===== config.mk =====
export PLATFORM = sky130hd
export DESIGN_NAME = psl_ctrl
export DESIGN_NICKNAME = d
export VERILOG_FILES = /design/src/logic/psl_pkg.sv /design/src/logic/psl_ctrl.sv /design/src/logic/psl_run_cnt.sv
export VERILOG_INCLUDE_DIRS = /design/src /design/src/logic
export SDC_FILE = /design/constraint.sdc
export NUM_CORES = 1
export LEC_CHECK = 0
export BUFFER_PORTS_ARGS = -buffer_cell sky130_fd_sc_hd__buf_2
export CAP_MARGIN = 20
export CORE_MARGIN = 1.5
export CORE_UTILIZATION = 60
export DETAILED_ROUTE_END_ITERATION = 10
export PLACE_DENSITY_LB_ADDON = 0.12
export SKIP_LAST_GASP = 1
export SYNTH_ARGS = -nofsm -noshare
export SYNTH_HDL_FRONTEND = slang
export SYNTH_HIERARCHICAL = 1
export SYNTH_SLANG_ARGS = --single-unit

===== constraint.sdc =====
create_clock -name clk_i -period 6.6 [get_ports clk_i]
set_clock_uncertainty 0.2 [all_clocks]
set_input_delay 1.98 -clock clk_i [delete_from_list [all_inputs] [get_ports clk_i]]
set_output_delay 1.98 -clock clk_i [all_outputs]
set_load 0.1 [all_outputs]

===== src/logic/psl_consts.svh =====
// register map, field positions, reset values and widths of the coding layer control block
// Functional notes
// - training and link-up may start only while the training start enable bit is set, which resets to one.
// - the force stage-one-complete bit makes stage one of slave equalizer training count as done; it resets to zero.
// - the gap lock check disable bit skips the descrambler lock check during inter-packet gaps; clear means check.
// - lock is declared after the number of idle symbols in the nine-bit lock count field, reset 1111000b.
// - unlock is declared after the number of non-idle symbols in the eight-bit unlock count field, reset 1010b.
// - remote receiver status goes low once error symbols reach the five-bit error count field, reset 101b.
// - the force transmit interleave bit turns transmit interleaving on unconditionally; it resets to zero.
// - the conditional transmit interleave bit interleaves transmit only if receive interleave was detected.
// - receive interleave detection runs only while its enable bit is one, which is its reset value.
`ifndef PSL_CONSTS_SVH
`define PSL_CONSTS_SVH

// register indices; byte address is four times the index
`define PSL_IDX_CTRL1 12'h485
`define PSL_IDX_CTRL2 12'h486
`define PSL_IDX_TXI 12'h489
`define PSL_IDX_STATUS 12'h48f

// reset values and writable bit masks
`define PSL_CTRL1_RST 16'h1078
`define PSL_CTRL2_RST 16'h0a05
`define PSL_TXI_RST 16'h0001
`define PSL_CTRL1_MASK 16'h71ff
`define PSL_CTRL2_MASK 16'hff1f
`define PSL_TXI_MASK 16'h0007

// field positions
`define PSL_C1_FORCE_STAGE1 14
`define PSL_C1_DIS_IPG_CHECK 13
`define PSL_C1_LINK_START 12
`define PSL_C1_LOCK_CNT_HI 8
`define PSL_C2_UNLOCK_CNT_HI 15
`define PSL_C2_UNLOCK_CNT_LO 8
`define PSL_C2_REM_ERR_HI 4
`define PSL_TXI_FORCE 2
`define PSL_TXI_COND 1
`define PSL_TXI_DET_EN 0

// status register bits
`define PSL_ST_LINK_START 0
`define PSL_ST_STAGE1 1
`define PSL_ST_LOCKED 2
`define PSL_ST_REM_OK 3
`define PSL_ST_DETECTED 4
`define PSL_ST_TX_INTERLEAVE 5

// counter width and bus constants
`define PSL_CNT_W 9
`define PSL_RESP_OKAY 2'b00
`define PSL_RESP_SLVERR 2'b10

`endif


===== src/logic/psl_pkg.sv =====
// types shared by the coding layer control block
package psl_pkg;

  // descrambler lock states, gray coded along down -> hunt -> locked
  typedef enum logic [1:0] {
    PSL_DOWN = 2'b00,
    PSL_HUNT = 2'b01,
    PSL_LOCKED = 2'b11
  } psl_lock_state_t;

  typedef logic [15:0] psl_reg_t;

endpackage


===== src/logic/psl_ctrl.sv =====
// coding layer control: config registers over axi4-lite, lock tracking, interleave control
`timescale 1ns/1ns
`default_nettype none
`include "psl_consts.svh"
module psl_ctrl
  import psl_pkg::*;
(
  input wire logic clk_i,
  input wire logic rstn_i,
  // axi4-lite slave
  input wire logic [15:0] s_axi_awaddr_i,
  input wire logic s_axi_awvalid_i,
  output logic s_axi_awready_o,
  input wire logic [31:0] s_axi_wdata_i,
  input wire logic [3:0] s_axi_wstrb_i,
  input wire logic s_axi_wvalid_i,
  output logic s_axi_wready_o,
  output logic [1:0] s_axi_bresp_o,
  output logic s_axi_bvalid_o,
  input wire logic s_axi_bready_i,
  input wire logic [15:0] s_axi_araddr_i,
  input wire logic s_axi_arvalid_i,
  output logic s_axi_arready_o,
  output logic [31:0] s_axi_rdata_o,
  output logic [1:0] s_axi_rresp_o,
  output logic s_axi_rvalid_o,
  input wire logic s_axi_rready_i,
  // receive symbol stream from the decoder, same clock
  input wire logic rx_sym_valid_i,
  input wire logic rx_sym_idle_i,
  input wire logic rx_sym_error_i,
  input wire logic rx_in_gap_i,
  input wire logic rx_interleave_seen_i,
  // progress of the equalizer training engine
  input wire logic training_stage_one_done_i,
  // control and status towards the rest of the transceiver
  output logic training_start_en_o,
  output logic force_training_stage_one_complete_o,
  output logic stage_one_done_o,
  output logic scrambler_locked_o,
  output logic remote_rcvr_ok_o,
  output logic interleave_detect_en_o,
  output logic interleave_detected_o,
  output logic tx_interleave_o
);

  // reset synchroniser: assert at once, release two edges later
  logic rst_q1;
  logic rst_n;

  always_ff @(posedge clk_i or negedge rstn_i) begin
    if (!rstn_i) begin
      rst_q1 <= 1'b0;
      rst_n <= 1'b0;
    end else begin
      rst_q1 <= 1'b1;
      rst_n <= rst_q1;
    end
  end

  // configuration registers
  psl_reg_t ctrl1;
  psl_reg_t ctrl2;
  psl_reg_t txi;
  psl_reg_t status;

  // field views
  logic link_start;
  logic force_stage1;
  logic dis_gap_check;
  logic [`PSL_CNT_W-1:0] lock_thresh;
  logic [`PSL_CNT_W-1:0] unlock_thresh;
  logic [`PSL_CNT_W-1:0] rem_err_thresh;
  logic force_txi;
  logic cond_txi;
  logic det_en;

  assign link_start = ctrl1[`PSL_C1_LINK_START];
  assign force_stage1 = ctrl1[`PSL_C1_FORCE_STAGE1];
  assign dis_gap_check = ctrl1[`PSL_C1_DIS_IPG_CHECK];
  assign lock_thresh = ctrl1[`PSL_C1_LOCK_CNT_HI:0];
  assign unlock_thresh = {1'b0, ctrl2[`PSL_C2_UNLOCK_CNT_HI:`PSL_C2_UNLOCK_CNT_LO]};
  assign rem_err_thresh = {{(`PSL_CNT_W - `PSL_C2_REM_ERR_HI - 1){1'b0}}, ctrl2[`PSL_C2_REM_ERR_HI:0]};
  assign force_txi = txi[`PSL_TXI_FORCE];
  assign cond_txi = txi[`PSL_TXI_COND];
  assign det_en = txi[`PSL_TXI_DET_EN];

  // ---------------- axi4-lite write path ----------------
  logic aw_held;
  logic [15:0] aw_addr;
  logic w_held;
  logic [31:0] w_data;
  logic [3:0] w_strb;
  logic do_write;
  logic wr_ctrl1;
  logic wr_ctrl2;
  logic wr_txi;
  logic wr_status;
  logic wr_hit;
  logic [11:0] wr_idx;

  // one slot per channel; address and data may arrive in either order
  assign s_axi_awready_o = ~aw_held;
  assign s_axi_wready_o = ~w_held;
  // the write commits once both halves are held and no response is pending
  assign do_write = aw_held & w_held & ~s_axi_bvalid_o;

  // decode; the two top address bits must be zero for a hit
  assign wr_idx = aw_addr[13:2];
  assign wr_ctrl1 = (aw_addr[15:14] == 2'b00) && (wr_idx == `PSL_IDX_CTRL1);
  assign wr_ctrl2 = (aw_addr[15:14] == 2'b00) && (wr_idx == `PSL_IDX_CTRL2);
  assign wr_txi = (aw_addr[15:14] == 2'b00) && (wr_idx == `PSL_IDX_TXI);
  assign wr_status = (aw_addr[15:14] == 2'b00) && (wr_idx == `PSL_IDX_STATUS);
  assign wr_hit = wr_ctrl1 | wr_ctrl2 | wr_txi | wr_status;

  // write address slot
  always_ff @(posedge clk_i or negedge rst_n) begin
    if (!rst_n) begin
      aw_held <= 1'b0;
      aw_addr <= '0;
    end else if (s_axi_awvalid_i && !aw_held) begin
      aw_held <= 1'b1;
      aw_addr <= s_axi_awaddr_i;
    end else if (do_write) begin
      aw_held <= 1'b0;
    end
  end

  // write data slot
  always_ff @(posedge clk_i or negedge rst_n) begin
    if (!rst_n) begin
      w_held <= 1'b0;
      w_data <= '0;
      w_strb <= '0;
    end else if (s_axi_wvalid_i && !w_held) begin
      w_held <= 1'b1;
      w_data <= s_axi_wdata_i;
      w_strb <= s_axi_wstrb_i;
    end else if (do_write) begin
      w_held <= 1'b0;
    end
  end

  // write response; unmapped addresses answer slverr and change nothing
  always_ff @(posedge clk_i or negedge rst_n) begin
    if (!rst_n) begin
      s_axi_bvalid_o <= 1'b0;
      s_axi_bresp_o <= `PSL_RESP_OKAY;
    end else if (do_write) begin
      s_axi_bvalid_o <= 1'b1;
      s_axi_bresp_o <= wr_hit ? `PSL_RESP_OKAY : `PSL_RESP_SLVERR;
    end else if (s_axi_bready_i) begin
      s_axi_bvalid_o <= 1'b0;
    end
  end

  // byte-lane merge; lanes 2 and 3 have no storage and are dropped
  function automatic psl_reg_t psl_merge(input psl_reg_t old_val, input logic [31:0] data,
                                         input logic [3:0] strb, input psl_reg_t mask);
    psl_reg_t merged;
    merged = old_val;
    if (strb[0]) begin
      merged[7:0] = data[7:0];
    end
    if (strb[1]) begin
      merged[15:8] = data[15:8];
    end
    psl_merge = merged & mask;
  endfunction

  // control one: link start, forced stage one, gap check and lock count
  always_ff @(posedge clk_i or negedge rst_n) begin
    if (!rst_n) begin
      ctrl1 <= `PSL_CTRL1_RST;
    end else if (do_write && wr_ctrl1) begin
      ctrl1 <= psl_merge(ctrl1, w_data, w_strb, `PSL_CTRL1_MASK);
    end
  end

  // control two: unlock count and remote error count
  always_ff @(posedge clk_i or negedge rst_n) begin
    if (!rst_n) begin
      ctrl2 <= `PSL_CTRL2_RST;
    end else if (do_write && wr_ctrl2) begin
      ctrl2 <= psl_merge(ctrl2, w_data, w_strb, `PSL_CTRL2_MASK);
    end
  end

  // interleave configuration
  always_ff @(posedge clk_i or negedge rst_n) begin
    if (!rst_n) begin
      txi <= `PSL_TXI_RST;
    end else if (do_write && wr_txi) begin
      txi <= psl_merge(txi, w_data, w_strb, `PSL_TXI_MASK);
    end
  end

  // ---------------- axi4-lite read path ----------------
  logic rd_take;
  logic [11:0] rd_idx;
  logic rd_top_ok;
  psl_reg_t rd_val;
  logic rd_hit;

  // a new read is accepted only when no read data is waiting
  assign s_axi_arready_o = ~s_axi_rvalid_o;
  assign rd_take = s_axi_arvalid_i & ~s_axi_rvalid_o;
  assign rd_idx = s_axi_araddr_i[13:2];
  assign rd_top_ok = (s_axi_araddr_i[15:14] == 2'b00);

  // read mux; reserved bits come back as zero
  always_comb begin
    rd_val = '0;
    rd_hit = rd_top_ok;
    case (rd_idx)
      `PSL_IDX_CTRL1: rd_val = ctrl1;
      `PSL_IDX_CTRL2: rd_val = ctrl2;
      `PSL_IDX_TXI: rd_val = txi;
      `PSL_IDX_STATUS: rd_val = status;
      default: rd_hit = 1'b0;
    endcase
    if (!rd_top_ok) begin
      rd_val = '0;
    end
  end

  // read data register
  always_ff @(posedge clk_i or negedge rst_n) begin
    if (!rst_n) begin
      s_axi_rvalid_o <= 1'b0;
      s_axi_rdata_o <= '0;
      s_axi_rresp_o <= `PSL_RESP_OKAY;
    end else if (rd_take) begin
      s_axi_rvalid_o <= 1'b1;
      s_axi_rdata_o <= {16'h0000, rd_val};
      s_axi_rresp_o <= rd_hit ? `PSL_RESP_OKAY : `PSL_RESP_SLVERR;
    end else if (s_axi_rready_i) begin
      s_axi_rvalid_o <= 1'b0;
    end
  end

  // ---------------- descrambler lock tracking ----------------
  psl_lock_state_t state;
  psl_lock_state_t next_state;
  logic lock_hit;
  logic unlock_hit;
  logic err_hit;
  logic gap_sym;
  logic rem_fail;

  // only non-idle symbols inside a gap betray a lost lock; data symbols are expected
  assign gap_sym = rx_sym_valid_i & rx_in_gap_i & ~dis_gap_check;

  // consecutive idles while hunting
  psl_run_cnt u_lock_cnt (
    .clk_i(clk_i),
    .rst_n_i(rst_n),
    .clear_i(state != PSL_HUNT),
    .sym_i(rx_sym_valid_i),
    .hit_i(rx_sym_idle_i),
    .thresh_i(lock_thresh),
    .reached_o(lock_hit)
  );

  // consecutive non-idles in gaps while locked
  psl_run_cnt u_unlock_cnt (
    .clk_i(clk_i),
    .rst_n_i(rst_n),
    .clear_i(state != PSL_LOCKED),
    .sym_i(gap_sym),
    .hit_i(~rx_sym_idle_i),
    .thresh_i(unlock_thresh),
    .reached_o(unlock_hit)
  );

  // consecutive error symbols while locked
  psl_run_cnt u_err_cnt (
    .clk_i(clk_i),
    .rst_n_i(rst_n),
    .clear_i(state != PSL_LOCKED),
    .sym_i(rx_sym_valid_i),
    .hit_i(rx_sym_error_i),
    .thresh_i(rem_err_thresh),
    .reached_o(err_hit)
  );

  // lock state: clearing the start enable drops the link at once
  always_comb begin
    next_state = state;
    case (state)
      PSL_DOWN: begin
        if (link_start) begin
          next_state = PSL_HUNT;
        end
      end
      PSL_HUNT: begin
        if (!link_start) begin
          next_state = PSL_DOWN;
        end else if (lock_hit) begin
          next_state = PSL_LOCKED;
        end
      end
      PSL_LOCKED: begin
        if (!link_start) begin
          next_state = PSL_DOWN;
        end else if (unlock_hit) begin
          next_state = PSL_HUNT;
        end
      end
      default: next_state = PSL_DOWN;
    endcase
  end

  always_ff @(posedge clk_i or negedge rst_n) begin
    if (!rst_n) begin
      state <= PSL_DOWN;
    end else begin
      state <= next_state;
    end
  end

  // remote status failure holds until the lock is lost or a good symbol arrives
  always_ff @(posedge clk_i or negedge rst_n) begin
    if (!rst_n) begin
      rem_fail <= 1'b0;
    end else if (state != PSL_LOCKED) begin
      rem_fail <= 1'b0;
    end else if (err_hit) begin
      rem_fail <= 1'b1;
    end else if (rx_sym_valid_i && !rx_sym_error_i) begin
      rem_fail <= 1'b0;
    end
  end

  // ---------------- interleave detection ----------------
  logic detected;

  // latched once seen; disabling detection or dropping the link forgets it
  always_ff @(posedge clk_i or negedge rst_n) begin
    if (!rst_n) begin
      detected <= 1'b0;
    end else if (!det_en || state == PSL_DOWN) begin
      detected <= 1'b0;
    end else if (rx_interleave_seen_i) begin
      detected <= 1'b1;
    end
  end

  // ---------------- registered outputs ----------------
  always_ff @(posedge clk_i or negedge rst_n) begin
    if (!rst_n) begin
      training_start_en_o <= 1'b0;
      force_training_stage_one_complete_o <= 1'b0;
      stage_one_done_o <= 1'b0;
      scrambler_locked_o <= 1'b0;
      remote_rcvr_ok_o <= 1'b0;
      interleave_detect_en_o <= 1'b0;
      interleave_detected_o <= 1'b0;
      tx_interleave_o <= 1'b0;
    end else begin
      training_start_en_o <= link_start;
      force_training_stage_one_complete_o <= force_stage1;
      stage_one_done_o <= force_stage1 | training_stage_one_done_i;
      scrambler_locked_o <= (next_state == PSL_LOCKED);
      remote_rcvr_ok_o <= (next_state == PSL_LOCKED) & ~rem_fail & ~err_hit;
      interleave_detect_en_o <= det_en;
      interleave_detected_o <= detected;
      tx_interleave_o <= force_txi | (cond_txi & detected);
    end
  end

  // status word for software, taken from the registered outputs
  always_comb begin
    status = '0;
    status[`PSL_ST_LINK_START] = training_start_en_o;
    status[`PSL_ST_STAGE1] = stage_one_done_o;
    status[`PSL_ST_LOCKED] = scrambler_locked_o;
    status[`PSL_ST_REM_OK] = remote_rcvr_ok_o;
    status[`PSL_ST_DETECTED] = interleave_detected_o;
    status[`PSL_ST_TX_INTERLEAVE] = tx_interleave_o;
  end

endmodule
`default_nettype wire


===== src/logic/psl_run_cnt.sv =====
// run-length counter that flags when a symbol run reaches a programmed length
`timescale 1ns/1ns
`default_nettype none
`include "psl_consts.svh"
module psl_run_cnt
  import psl_pkg::*;
(
  input wire logic clk_i,
  input wire logic rst_n_i,
  input wire logic clear_i,
  input wire logic sym_i,
  input wire logic hit_i,
  input wire logic [`PSL_CNT_W-1:0] thresh_i,
  output logic reached_o
);

  logic [`PSL_CNT_W-1:0] cnt;
  logic [`PSL_CNT_W:0] next_cnt;

  // length including the current symbol; a zero threshold fires on the first hit
  assign next_cnt = {1'b0, cnt} + {{`PSL_CNT_W{1'b0}}, 1'b1};
  assign reached_o = sym_i & hit_i & (next_cnt >= {1'b0, thresh_i});

  // run counter; a broken run or a firing starts over from zero
  always_ff @(posedge clk_i or negedge rst_n_i) begin
    if (!rst_n_i) begin
      cnt <= '0;
    end else if (clear_i || reached_o) begin
      cnt <= '0;
    end else if (sym_i) begin
      if (hit_i) begin
        cnt <= next_cnt[`PSL_CNT_W-1:0];
      end else begin
        cnt <= '0;
      end
    end
  end

endmodule
`default_nettype wire


# After elaboration in Yosys (flattened, before gate mapping)
# Index checks and enable logic that the tools add are counted.
# word_totals
register_bits	127
# classes
n_addsub	3
magnitude_cmp	3
eq_ne	13
mux	32
bitwise	27
n_reduce_logical	36
# op_table
operator	count
$eq 12x11->1 const B	8
$mux 9	9
$pmux 16 s4	1
$add 9x1->10 const B	3
$mux 16	1
$reduce_bool 2->1	8
$and 1x1->1	14
$mux 2	7
$mux 1	13
$ge 10x5->1	1
$ge 10x8->1	1
$ge 10x9->1	1
$logic_and 1x1->1	10
$reduce_and 2->1	5
$not 1->1	8
$logic_not 2->1	3
$pmux 2 s3	1
$or 1x1->1	5
$eq 2x2->1 const B	2
$logic_not 1->1	4
$logic_or 1x1->1	4
$reduce_or 4->1	1
$reduce_bool 3->1	1
$eq 2x1->1 const B	1
other kinds (2)	2

# Depth between registers and ports, before layout
# depth
word_depth	10
ltp_mapped	14
depth_no_buf	13

# Hierarchy
# Netlist, hierarchy kept.
# modules_own_cells
module	n_inst	cells_each	area_each_um2
psl_ctrl	1	304	4145.2
psl_run_cnt	3	88	830.8

# Worst setup path before layout
# No wires, ideal clock.
# synth_timing
path_kind	register to output
start	register s_axi_rvalid_o
end	output s_axi_arready_o
arrival_ns	1.580
required_time_ns	4.420
path_slack_ns	2.840
path_stages_with_launch	2
path_buffers	0
cell_sequence	dfrtp_1 inv_1
# synth_via
elab_chain_cells	1
# synth_lines
element	line	source
start, declared	psl_ctrl.sv:26	output logic s_axi_rvalid_o,
start signal, assigned	psl_ctrl.sv:230	s_axi_rvalid_o <= 1'b0;
start signal, assigned	psl_ctrl.sv:234	s_axi_rvalid_o <= 1'b1;
start signal, assigned	psl_ctrl.sv:238	s_axi_rvalid_o <= 1'b0;
$not 1->1	psl_ctrl.sv:206	assign s_axi_arready_o = ~s_axi_rvalid_o;
end, declared	psl_ctrl.sv:23	output logic s_axi_arready_o,
# Every way passes these cells.

# Final worst setup path
# layout_timing
start	register aw_held
end	output s_axi_awready_o
# layout_via
elab_chain_cells	1
# layout_lines
element	line	source
start, declared	psl_ctrl.sv:89	logic aw_held;
start signal, assigned	psl_ctrl.sv:119	aw_held <= 1'b0;
start signal, assigned	psl_ctrl.sv:122	aw_held <= 1'b1;
start signal, assigned	psl_ctrl.sv:125	aw_held <= 1'b0;
$not 1->1	psl_ctrl.sv:103	assign s_axi_awready_o = ~aw_held;
end, declared	psl_ctrl.sv:13	output logic s_axi_awready_o,
# Every way passes these cells.

==> results.json <==
{
  "status": "completed",
  "ir_worst_vdd_v": 0.000338,
  "fmax_mhz": 278,
  "final_cell_mix": "112 x dfrtp_1, 89 x buf_2, 52 x mux2_2",
  "synth-edff-count": 0,
  "gr-total-overflow": 0,
  "finalCriticalPeriod_ns": 3.60,
  "grt.busiest_layer": "met2",
  "dp_hpwl_um": 10300,
  "final_util_pct": 71.7,
  "grt_pass1_vias": 4851,
  "route.detailed.drc": 0,
  "mappedNetlistArea_sq_um": 6640,
  "cts_setup_buffers": 0,
  "layout.cells.non_filler": 816,
  "p_leak_nw": 3.63,
  "cp_cell_sequence": "inv_1, buf_2",
  "p_total_mw": 2.38,
  "power_frac_comb_pct": 18.4,
  "tritoncts": "built",
  "grt_usage_pct": 26.9,
  "antenna_found_initial": 0,
  "clockBufferDepth": 2,
  "grt_pass1_wl_um": 23900,
  "vias_per_cell": 5.72,
  "drive_above_1_share_pct": 35.8,
  "grtUsageMet3_pct": 7.17,
  "htree_levels": 4,
  "multi_input_area_sq_um": 3250,
  "slowest_delay_ns": 0.42,
  "cp.required_ns": 4.42,
  "rows": 38,
  "relSlewSlack_pct": 41.4,
  "numCtsBuffers": 17,
  "root_buffer": "clkbuf_8",
  "hold_slack_ns": 0.148,
  "io_pins": 130,
  "worstSetupPathType": "reg2out",
  "drt-wirelength-per-cell_um": 17.4,
  "slew_violations": 0,
  "gp_congestion": 0.868,
  "clkPwrFrac_pct": 40.4,
  "syn2layout_area_growth_pct": 16.6,
  "die_area_sq_um": 11700,
  "wl_um": 14200,
  "ys.flop_type": "dfrtp_1",
  "maxCapViolCount": 0,
  "path_max_fanout": 5,
  "tightest_slew_ns": 0.877,
  "die_h_um": 108,
  "sequentialPowerShare_pct": 41.2,
  "fin_setup_tns_ns": 0,
  "synth_cells": 568,
  "ys_seq_area_share_pct": 46.6,
  "power.switching_mw": 0.703,
  "vias": 4670,
  "critical_path.endpoint_type": "output port",
  "synth_top_area_share_pct": 42.6,
  "drtPass1Iterations": 5,
  "p_sw_share_pct": 29.6,
  "nets": 774,
  "holdBufCountCts": 0,
  "antennaDiodeCount": 0,
  "initial_utilization_pct": 61.5,
  "placed_cells": 783,
  "synth_area_leaders": "dfrtp_1 43%, mux2_2 8.8%, ha_1 5.7%",
  "portBuffers": 89,
  "clock_latency_ns": 0.53,
  "cts_resized": 0,
  "yosysUniqueCellTypes": 63,
  "cts_sinks": 123,
  "fillers": 788,
  "antenna_left": 0,
  "regArea_sq_um": 3090,
  "crit_arrival_ns": 1.42,
  "async_flop_share_pct": 100,
  "min_path_type": "reg2reg",
  "grt_use_met2_pct": 44.5,
  "p_per_area_nw_per_um2": 307,
  "rsz0062_at_grt": "no",
  "avgSynthCellArea_sq_um": 11.7,
  "grt_util_met1_pct": 33.9,
  "setup_viol": 0,
  "finalHoldViolations": 0,
  "drt_iter0_drc": 243,
  "start_kind": "register",
  "yosysTopAreaCell": "dfrtp_1",
  "core_area_sq_um": 10800,
  "p_int_mw": 1.67,
  "mostFrequentLayoutCell": "dfrtp_1",
  "clkSlewWorstSetupHoldPaths_ns": 0.06,
  "grt_max_degree": 69,
  "slowest_stage": "dfrtp_1",
  "yosys_register_bits": 123,
  "ys.warnings.count": 6,
  "fin_crit_sh_pct": 54.5,
  "die_x_um": 108
}
[cell type report]
class / count / area share (%)
tap: 140 / 2.26
multi-input combinational: 394 / 42.0
sequential: 123 / 40.0
timing repair buffer: 92 / 6.05
inverter: 35 / 1.70
clock buffer: 21 / 5.81
clock inverter: 11 / 2.17
[final timing paths]
path | start | endpoint | slack [ns] | cells after the start
worst max-delay path | aw_held | s_axi_awready_o | 3.00 | 2
worst min-delay path | rst_q1 | rst_n | 0.15 | 0
worst max register to register | u_lock_cnt/cnt[0] | remote_rcvr_ok_o | 3.08 | 13
worst min register to register | rst_q1 | rst_n | 0.15 | 0
max in group asynchronous | rst_n | s_axi_rdata_o[11] | 4.71 | 1
min in group asynchronous | rst_n | u_unlock_cnt/cnt[1] | 0.17 | 0
[metrics by stage]
stage	setup slack, ns	cell area, sq um
floorplan	2.74	6720
global placement	2.60	7110
detailed placement	2.60	7110
CTS	2.98	7730
global route	2.86	7740
finish	3.00	7740
[synth_stat cells (7+ instances only)]
library cell and instances:
dfrtp_1 113, mux2_2 52, nand2_1 36, inv_1 35, ha_1 30, nor2_1 23
a22o_1 19, buf_4 18, a32o_1 16, a21oi_1 14, xnor2_1 14, nand4_1 11
dfstp_2 10, nand2b_1 10, clkbuf_1 9, nand3_1 9, o211ai_2 9, a22oi_1 8
mux2_4 8, nor2_4 7, nor2b_1 7
[layer usage]
metal | part of all wire [%] | vias up | routed length (um)
met5 | 0 | - | 0
met4 | 2.0 | 0 | 287
met3 | 5.4 | 23 | 766
met2 | 50 | 129 | 7090
met1 | 43 | 2308 | 6080
li1 | - | 2210 | -
[cells by family (layout without fill, tap and decap cells)]
group / after synthesis / in the layout / share of synthesized area [%]
buffers and inverters: 73 / 159 / 5.71
xor gates and xnor gates: 23 / 23 / 3.37
adders and majority gates: 30 / 30 / 5.66
other: 2 / 24 / 0.113
muxes: 61 / 61 / 10.8
and+or+nand+nor: 148 / 148 / 13.8
DFF: 123 / 123 / 46.6
AOI/OAI and AO/OA: 108 / 108 / 14.0
[critical path, delay by kind of cell (launching register included)]
kind                   cells  cell delay (ns)
flip-flops                 1             0.42
buffers and inverters      2             0.47
[power groups by stage]
stage	registers, mW	logic, mW	clock network [mW]
after global routing	0.997	0.468	1.01
after floorplan	1.01	0.325	0
after global placement	0.982	0.423	0
final	0.979	0.437	0.961
after detailed placement	0.992	0.435	0
after CTS	0.980	0.438	0.979
[flip-flops by register name, indices dropped and copies added, names as in the netlist, 2 cells and up]
name	flops
state	2
u_err_cnt/cnt	9
ctrl2	13
w_data	16
w_strb	2
txi	3
s_axi_rdata_o	16
u_unlock_cnt/cnt	9
u_lock_cnt/cnt	9
aw_addr	14
ctrl1	12
Note: power is estimated with default switching activity, not from simulation.
